### src/design/mcar_pkg.sv
// Package: constants and types of the monitor config and alert mask registers
// ==========================================================================
package mcar_pkg;

  // ==========================================================================
  // Register offsets
  localparam logic [7:0] ADDR_CFG2  = 8'h73;
  localparam logic [7:0] ADDR_MASK1 = 8'h74;
  localparam logic [7:0] ADDR_MASK2 = 8'h75;
  localparam logic [7:0] ADDR_VLOW  = 8'h76;
  localparam logic [7:0] ADDR_TLOW  = 8'h77;

  // ==========================================================================
  // Field positions
  localparam int unsigned CFG2_AVG_BIT   = 4;
  localparam int unsigned CFG2_ATTENUATOR_BYPASS_BIT  = 5;
  localparam int unsigned CFG2_SINGLE_CHANNEL_MODE_BIT  = 6;
  localparam int unsigned CFG2_SHUTDOWN_REQUEST_BIT  = 7;
  localparam int unsigned MASK1_GATE_BIT = 7;
  localparam int unsigned MASK2_OVT_BIT  = 1;
  localparam int unsigned MASK2_F4P_BIT  = 5;
  localparam int unsigned SEL_LSB        = 5;
  localparam int unsigned LOW_CORE_LSB   = 2;
  localparam int unsigned LOW_SUPPLY_LSB = 4;
  localparam int unsigned LOW_R1_LSB     = 2;
  localparam int unsigned LOW_LOCAL_LSB  = 4;
  localparam int unsigned LOW_R2_LSB     = 6;

  // ==========================================================================
  // Writable bits, alert sources and reset values
  localparam logic [7:0] CFG2_WR_MASK  = 8'hF0;
  localparam logic [7:0] MASK1_WR_MASK = 8'hF6;
  localparam logic [7:0] MASK2_WR_MASK = 8'hFC;
  localparam logic [7:0] ALERT1_SRC    = 8'h76;
  localparam logic [7:0] ALERT2_SRC    = 8'hFE;
  localparam logic [7:0] CFG2_RST      = 8'h00;
  localparam logic [7:0] MASK1_RST     = 8'h00;
  localparam logic [7:0] MASK2_RST     = 8'h00;
  localparam logic [7:0] READ_RST      = 8'h00;

  // ==========================================================================
  // Reading channels: 0 core voltage, 1 supply, 2 remote one, 3 local, 4 remote two
  localparam int unsigned NUM_CH  = 5;
  localparam int unsigned NUM_PWM = 3;

  typedef enum logic [2:0] {
    CH_RES0    = 3'b000,
    CH_CORE    = 3'b001,
    CH_SUPPLY  = 3'b010,
    CH_RES3    = 3'b011,
    CH_RES4    = 3'b100,
    CH_REMOTE1 = 3'b101,
    CH_LOCAL   = 3'b110,
    CH_REMOTE2 = 3'b111
  } mcar_chan_t;

  typedef struct packed {
    logic [7:0] addr;
    logic [7:0] wdata;
    logic       wr;
    logic       rd;
  } mcar_reg_req_t;

  typedef struct packed {
    logic       diode_two_fault;
    logic       diode_one_fault;
    logic       thermal_timer_event;
    logic       fan_four_fault;
    logic [2:0] fan_fault;
    logic       overtemp;
  } mcar_status_two_t;

  typedef struct packed {
    logic [7:0]                    cfg2;
    logic [7:0]                    mask1;
    logic [7:0]                    mask2;
    logic [NUM_CH-1:0][1:0]        low_bits;
    logic [NUM_CH-1:0][7:0]        msb;
    logic [NUM_CH-1:0]             pending;
    logic [7:0]                    rdata;
    logic                          alert_n;
    logic [NUM_PWM-1:0]            pwm;
    logic [NUM_PWM-1:0][7:0]       duty_view;
    logic [NUM_CH-1:0]             single_channel_mode_en;
  } mcar_state_t;

endpackage

### src/design/mcar_alert.sv
// Alert combiner: masks status conditions onto one alert request
`timescale 1ns/1ps
module mcar_alert
  import mcar_pkg::*;
(
  input  wire logic [7:0] mask_one_in,
  input  wire logic [7:0] mask_two_in,
  input  wire logic [7:0] status_one_in,
  input  wire logic [7:0] status_two_in,
  output logic            alert_req_out
);

  logic live_one;
  logic live_two;
  logic all_two_masked;
  logic any_two;

  // ==========================================================================
  // Masking
  always_comb begin
    live_one       = |(status_one_in & ~mask_one_in & ALERT1_SRC);
    live_two       = |(status_two_in & ~mask_two_in & ALERT2_SRC);
    all_two_masked = &(mask_two_in | ~ALERT2_SRC);
    any_two        = |(status_two_in & ALERT2_SRC);
    alert_req_out  = live_one | live_two |
                     (all_two_masked & any_two & ~mask_one_in[MASK1_GATE_BIT]);
  end

endmodule

### src/design/mcar_regs.sv
// Configuration, alert mask and extended-resolution register group
`timescale 1ns/1ps
module mcar_regs
  import mcar_pkg::*;
(
  input  wire logic                    core_clk_in,
  input  wire logic                    rst_n_in,
  input  wire mcar_reg_req_t           reg_req_in,
  output logic [7:0]                   reg_rdata_out,
  input  wire logic                    config_lock_in,
  input  wire logic [7:0]              fan_one_min_high_in,
  input  wire logic [NUM_CH-1:0][9:0]  reading_in,
  input  wire logic                    meas_valid_in,
  input  wire logic [NUM_CH-1:0]       msb_read_in,
  output logic [NUM_CH-1:0][7:0]       msb_hold_out,
  input  wire logic [NUM_PWM-1:0]      pwm_drive_in,
  input  wire logic [NUM_PWM-1:0]      pwm_polarity_invert_in,
  input  wire logic [NUM_PWM-1:0][7:0] pwm_duty_in,
  output logic [NUM_PWM-1:0]           pwm_out,
  output logic [NUM_PWM-1:0][7:0]      pwm_duty_view_out,
  input  wire logic [7:0]              status_one_in,
  input  wire mcar_status_two_t        status_two_in,
  input  wire logic                    fan_four_tach_pin_in,
  input  wire logic                    overtemp_mask_in,
  output logic                         averaging_disable_out,
  output logic                         attenuator_bypass_out,
  output logic                         single_channel_mode_out,
  output logic                         shutdown_request_out,
  output logic [NUM_CH-1:0]            single_channel_mode_channel_en_out,
  output logic                         alert_n_out
);

  mcar_state_t       s_ff;
  mcar_state_t       nxt_s;
  logic [7:0]        mask2_view;
  logic [7:0]        status_two_vec;
  logic              alert_req;
  logic              wr_cfg2;
  logic              shutdown;
  logic [NUM_CH-1:0] frz;

  // ==========================================================================
  // Functions
  function automatic logic [NUM_CH-1:0] chan_onehot(input logic [2:0] code);
    logic [NUM_CH-1:0] en;
    en = '0;
    case (mcar_chan_t'(code))
      CH_CORE:    en = 5'h01;
      CH_SUPPLY:  en = 5'h02;
      CH_REMOTE1: en = 5'h04;
      CH_LOCAL:   en = 5'h08;
      CH_REMOTE2: en = 5'h10;
      default:    en = '0;
    endcase
    return en;
  endfunction

  function automatic logic group_frozen(input logic [NUM_CH-1:0] pend,
                                        input int unsigned ch);
    logic f;
    f = (ch < 2) ? |pend[1:0] : |pend[4:2];
    return f;
  endfunction

  function automatic logic [NUM_CH-1:0] low_read_group(input mcar_reg_req_t req);
    logic [NUM_CH-1:0] g;
    g = '0;
    if (req.rd && (req.addr == ADDR_VLOW)) begin
      g[1:0] = 2'h3;
    end
    if (req.rd && (req.addr == ADDR_TLOW)) begin
      g[4:2] = 3'h7;
    end
    return g;
  endfunction

  function automatic logic [7:0] volt_low_view(input logic [NUM_CH-1:0][1:0] lb);
    logic [7:0] v;
    v = '0;
    v[LOW_CORE_LSB +: 2]   = lb[0];
    v[LOW_SUPPLY_LSB +: 2] = lb[1];
    return v;
  endfunction

  function automatic logic [7:0] temp_low_view(input logic [NUM_CH-1:0][1:0] lb);
    logic [7:0] v;
    v = '0;
    v[LOW_R1_LSB +: 2]    = lb[2];
    v[LOW_LOCAL_LSB +: 2] = lb[3];
    v[LOW_R2_LSB +: 2]    = lb[4];
    return v;
  endfunction

  // ==========================================================================
  // Alert sources
  always_comb begin
    mask2_view                = s_ff.mask2 & MASK2_WR_MASK;
    mask2_view[MASK2_OVT_BIT] = overtemp_mask_in;
    status_two_vec            = {status_two_in.diode_two_fault,
                                 status_two_in.diode_one_fault,
                                 fan_four_tach_pin_in ? status_two_in.thermal_timer_event
                                                      : status_two_in.fan_four_fault,
                                 status_two_in.fan_fault,
                                 status_two_in.overtemp,
                                 1'b0};
  end

  mcar_alert u_alert (
    .mask_one_in   (s_ff.mask1),
    .mask_two_in   (mask2_view),
    .status_one_in (status_one_in),
    .status_two_in (status_two_vec),
    .alert_req_out (alert_req)
  );

  // ==========================================================================
  // Next state
  always_comb begin
    nxt_s    = s_ff;
    wr_cfg2  = reg_req_in.wr && (reg_req_in.addr == ADDR_CFG2) && !config_lock_in;
    shutdown = s_ff.cfg2[CFG2_SHUTDOWN_REQUEST_BIT];
    frz      = s_ff.pending | low_read_group(reg_req_in);

    if (wr_cfg2) begin
      nxt_s.cfg2 = reg_req_in.wdata & CFG2_WR_MASK;
    end
    if (reg_req_in.wr && (reg_req_in.addr == ADDR_MASK1)) begin
      nxt_s.mask1 = reg_req_in.wdata & MASK1_WR_MASK;
    end
    if (reg_req_in.wr && (reg_req_in.addr == ADDR_MASK2)) begin
      nxt_s.mask2 = reg_req_in.wdata & MASK2_WR_MASK;
    end

    // Readings update unless their group is frozen or read in this cycle
    for (int unsigned i = 0; i < NUM_CH; i++) begin
      if (meas_valid_in && !group_frozen(frz, i)) begin
        nxt_s.low_bits[i] = reading_in[i][1:0];
        nxt_s.msb[i]      = reading_in[i][9:2];
      end
    end

    // High-byte reads release; a new low-bit read wins over a release
    nxt_s.pending = (s_ff.pending & ~msb_read_in) | low_read_group(reg_req_in);

    if (reg_req_in.rd) begin
      case (reg_req_in.addr)
        ADDR_CFG2:  nxt_s.rdata = s_ff.cfg2;
        ADDR_MASK1: nxt_s.rdata = s_ff.mask1;
        ADDR_MASK2: nxt_s.rdata = mask2_view;
        ADDR_VLOW:  nxt_s.rdata = volt_low_view(s_ff.low_bits);
        ADDR_TLOW:  nxt_s.rdata = temp_low_view(s_ff.low_bits);
        default:    nxt_s.rdata = READ_RST;
      endcase
    end

    nxt_s.alert_n = !alert_req;

    for (int unsigned p = 0; p < NUM_PWM; p++) begin
      nxt_s.pwm[p]       = shutdown ? pwm_polarity_invert_in[p] : pwm_drive_in[p];
      nxt_s.duty_view[p] = shutdown ? 8'h00 : pwm_duty_in[p];
    end

    if (s_ff.cfg2[CFG2_SINGLE_CHANNEL_MODE_BIT]) begin
      nxt_s.single_channel_mode_en = chan_onehot(fan_one_min_high_in[SEL_LSB +: 3]);
    end else begin
      nxt_s.single_channel_mode_en = '1;
    end
  end

  // ==========================================================================
  // State register
  always_ff @(posedge core_clk_in or negedge rst_n_in) begin
    if (!rst_n_in) begin
      s_ff.cfg2      <= CFG2_RST;
      s_ff.mask1     <= MASK1_RST;
      s_ff.mask2     <= MASK2_RST;
      s_ff.low_bits  <= '0;
      s_ff.msb       <= '0;
      s_ff.pending   <= '0;
      s_ff.rdata     <= READ_RST;
      s_ff.alert_n   <= 1'b1;
      s_ff.pwm       <= '0;
      s_ff.duty_view <= '0;
      s_ff.single_channel_mode_en   <= '1;
    end else begin
      s_ff <= nxt_s;
    end
  end

  // ==========================================================================
  // Outputs
  always_comb begin
    reg_rdata_out           = s_ff.rdata;
    msb_hold_out            = s_ff.msb;
    pwm_out                 = s_ff.pwm;
    pwm_duty_view_out       = s_ff.duty_view;
    averaging_disable_out   = s_ff.cfg2[CFG2_AVG_BIT];
    attenuator_bypass_out   = s_ff.cfg2[CFG2_ATTENUATOR_BYPASS_BIT];
    single_channel_mode_out = s_ff.cfg2[CFG2_SINGLE_CHANNEL_MODE_BIT];
    shutdown_request_out    = s_ff.cfg2[CFG2_SHUTDOWN_REQUEST_BIT];
    single_channel_mode_channel_en_out     = s_ff.single_channel_mode_en;
    alert_n_out             = s_ff.alert_n;
  end
endmodule

### config.mk
export PLATFORM = sky130hd
export DESIGN_NAME = mcar_regs
export DESIGN_NICKNAME = d
export VERILOG_FILES = /design/src/design/mcar_pkg.sv /design/src/design/mcar_alert.sv /design/src/design/mcar_regs.sv
export SDC_FILE = /design/constraint.sdc
export NUM_CORES = 1
export LEC_CHECK = 0
export BUFFER_PORTS_ARGS = -buffer_cell sky130_fd_sc_hd__buf_2
export CAP_MARGIN = 20
export CELL_PAD_IN_SITES_DETAIL_PLACEMENT = 1
export CELL_PAD_IN_SITES_GLOBAL_PLACEMENT = 2
export CORE_UTILIZATION = 27
export CTS_BUF_LIST = sky130_fd_sc_hd__clkbuf_4 sky130_fd_sc_hd__clkbuf_8 sky130_fd_sc_hd__clkbuf_16
export DETAILED_ROUTE_END_ITERATION = 10
export PLACE_DENSITY = 0.74
export SYNTH_ARGS = -nofsm -noshare
export SYNTH_HDL_FRONTEND = slang
export SYNTH_SLANG_ARGS = --single-unit
### constraint.sdc
create_clock -name core_clk_in -period 1.55 [get_ports core_clk_in]
set_input_delay 0.3875 -clock core_clk_in [delete_from_list [all_inputs] [get_ports core_clk_in]]
set_output_delay 0.3875 -clock core_clk_in [all_outputs]
set_load 0.005 [all_outputs]
==> results.md <==
* CP top delay family: simple AND/OR/NAND/NOR gates
* Register area at 2785 um^2
* Sw Pwr at approximately 0.0015 W
* Bufs and invs on worst path at 2
* Clock Latency Late Sink at roughly 0.35 ns
* Initial antenna violation count at 1
* Crit path DAT at between 2 and 2.5 ns
* Design Area, Final at between 6000 and 7000 um^2
* Failing checks: negative setup slack
* Share of cells above drive strength 1 at a little over three fifths
* R2R depth at 5
* Leakage power at between 3 and 4 nW
* Final Cycle Share at 120.4%
* Sequential share of power at just under 50%
* CTS buffer count at 9
* Layout Area Growth over Synthesis at 31.57%
* Max Cap Viol at 0
* Via count at approximately 3.4k
* Outcome: finished with violations
* GR Util All Layers at 14.25%
* Root Driver: clkbuf_16
* Gate power share at 15.0%
* Switching fraction of total power at a little under a quarter
* Gr ovfl total at 0
* Slowest Stage Delay on Critical Path at 0.55 ns
* RSZ-0062 raised after global routing: yes
* Critical Path Slowest Stage Cell: or4b_4
* Critical Path End Type: flop
* Starting Density at 27.99%
* H-tree depth at 3
* Post-synth EDFFs at 0
* Setup ws final at -0.3163 ns
* TritonCTS clock tree: built
* DIE AREA at about 19000 um^2
* Sequential cell area fraction in the yosys report at between 50% and 60%
* Non-Filler Instances at roughly 800
* Wire per inst at 16.40 um
* Die height at roughly 140 um
* Max Slew Vio Count at 0
* Final Hold Fails at 0
* Worst Path Max Fanout at 14
* Die width at about 140 um
* Post-Syn Instances at 396
* Placed cell area at between 6000 and 7000 um^2
* Ys flop type: dfrtp_1
* DR vias/cell at 4.315
* Placer congestion estimate at between 0.7 and 0.8
* Clock transition at path regs at around 0.070 ns
* Synth Net Count at about 530
* Final Critical Period at approximately 1.9 ns
* Fmax at between 0.5 and 0.6 GHz
* DR DRC count at 0
* Asr flop ratio synth at 100.0%
* Internal power at ~0.005 W
* Crit path depth at 5
* Worst setup path end: msb_hold_out[20]
* CP Launch Type: flop
* Reg2reg end: msb_hold_out[20]
* Placed Instances at 767
* Place WS at -0.3235 ns
* # IOs at roughly 220
* Netlist cell types at 40
* Initial DRC count at around 100
* Worst vdd ir at 0.0005105 V
* Crit path cell chain: or4b_4 > a31oi_4 > buf_6 > buf_12 > mux2_2
* CTS sink cnt at roughly 110
* Reg2Reg Setup Slack at -0.32 ns
* Mapped Area at approximately 5000 um^2
* Row count at 49
* Max Buffers Root-to-Sink at 2
* PD cells at 977.7 nW/um^2
* Fillers at 1981
* Syn avg cell area at around 13 um^2
* Worst Setup SP: s_ff[44]
* WL final at about 13 mm
* First-pass GRT wire length at between 20 and 25 mm
* Worst Skew at 0.01214 ns
* TritonRoute pass-1 iters at 4
* # setup viols final at 50
* Core ar. at approximately 18000 um^2
* Total power at ~0.0066 W
* Vias in the first global route at ~3.8k
* TNS Setup at -11.48 ns
* Clock power share at a little over a third
* Critical path type: flop to flop
* Flops & latches, synth at roughly 110
* Largest net degree at the start of global routing at 50
* Detail Placement HPWL at between 9 and 10 mm
* Required time of the critical path at about 1.8 ns
* Synth warn at 0
* Antenna Nets Post-Route at 0
* # port buffers at between 200 and 250
* Final nets at a little under 700
* Worst r2r src: s_ff[44]
* Area used by multi-input combinational logic at approximately 1700 um^2
* HP Class: primary input to flop
-- routing by layer --
metal | global-route usage, % | up-vias | share of wire, %
li1 | - | 1602 | -
met3 | 3.510 | 15 | 5.6
met1 | 17.93 | 1700 | 44
met4 | 4.737 | 0 | 1.4
met5 | 0 | - | 0
met2 | 23.86 | 122 | 49
-- synthesized netlist by cell type (all sizes together) (2+ instances only) --
| cell | number | area (um^2) |
|---|---|---|
| dfstp | 6 | 157.7 |
| a31oi | 2 | 27.53 |
| and3b | 2 | 17.52 |
| mux2 | 79 | 889.6 |
| buf | 91 | 681.9 |
| o221ai | 3 | 26.28 |
| nand3 | 6 | 30.03 |
| dfrtp | 105 | 2628 |
| a22oi | 3 | 22.52 |
| nand2b | 7 | 43.79 |
| clkbuf | 4 | 15.01 |
| nand4 | 4 | 25.02 |
| o2111ai | 2 | 17.52 |
| nor2b | 28 | 175.2 |
| o31ai | 2 | 15.01 |
| and4b | 2 | 20.02 |
| o21ai | 10 | 50.05 |
| a32oi | 2 | 17.52 |
| o22ai | 3 | 18.77 |
| nand2 | 2 | 7.510 |
| mux2i | 2 | 20.02 |
| inv | 17 | 63.81 |
-- layout make-up --
| type | count | share of cell area [%] |
|---|---|---|
| clock inverter | 5 | 0.8397 |
| clock buffer | 11 | 3.676 |
| tap | 229 | 4.273 |
| timing repair buffer | 250 | 23.03 |
| sequential | 111 | 41.54 |
| multi-input combinational | 173 | 25.66 |
| antenna | 1 | 0.03732 |
| inverter | 17 | 0.9517 |
-- cells in the final DEF, fill, tap and decap left out, types with 3 or more instances in the layout --
master	count
buf_2	206
dfrtp_1	105
mux2_4	40
mux2_2	39
buf_4	30
nor2b_1	28
inv_1	17
o21ai_0	10
clkbuf_16	10
nand2b_1	7
nand3_1	6
dfstp_2	6
buf_12	6
nand4_1	4
buf_16	4
o221ai_1	3
o22ai_1	3
a22oi_1	3
-- state kept, by name, indices dropped and copies added (netlist names), 3 cells and up --
register / flops
pwm_out: 3
msb_hold_out: 40
s_ff: 21
reg_rdata_out: 7
pwm_duty_view_out: 24
mask2_view: 6
single_channel_mode_channel_en_out: 5
-- kinds of logic (layout without fill, tap and decap cells) --
| family | Yosys count | after routing | synth area share, % |
|---|---|---|---|
| buffers and inverters | 112 | 283 | 14.93 |
| DFF | 111 | 111 | 54.65 |
| muxes | 82 | 82 | 18.29 |
| and+or+nand+nor | 60 | 60 | 7.783 |
| AOI/OAI and AO/OA | 30 | 30 | 4.272 |
| other | 1 | 2 | 0.07359 |
-- power by group through the flow --
stage,sequential [W],combinational [W],clock [W]
after floorplan,0.00323,0.000611,0
after global placement,0.00325,0.000870,0
after detailed placement,0.00326,0.000900,0
after CTS,0.00321,0.000998,0.00248
after global routing,0.00323,0.00108,0.00260
final,0.00320,0.000985,0.00237
-- per-stage QoR --
step,hold WS [ns],utilization [%]
finish,0.2054,36.82
global placement,0.2984,33.62
global route,0.1940,36.82
detailed placement,0.3078,33.62
CTS,0.1866,36.57
floorplan,0.09191,-
-- what timing repair did --
| action | 4_1_cts | 5_1_grt |
|---|---|---|
| gates resized for setup | 21 | 1 |
| endpoints found under the setup margin | 50 | 50 |
| buffers inserted | 5 | 2 |
| pin swaps | 0 | 0 |
| endpoints found under the hold margin | 19 | 0 |
| cloned | 4 | 1 |
| hold buffers | 1 | 0 |
-- worst min-delay path by stage --
stage                                       end  cells past startpoint           start  slack, ns
after floorplan           attenuator_bypass_out                      0        rst_n_in       0.09
after global placement          msb_hold_out[4]                      1        rst_n_in       0.30
after detailed placement        msb_hold_out[4]                      1        rst_n_in       0.31
after CTS                              s_ff[41]                      2  msb_read_in[0]       0.19
after global routing                   s_ff[41]                      2  msb_read_in[0]       0.19
final                                  s_ff[41]                      2  msb_read_in[0]       0.21
(Power assumes the default switching activity.)
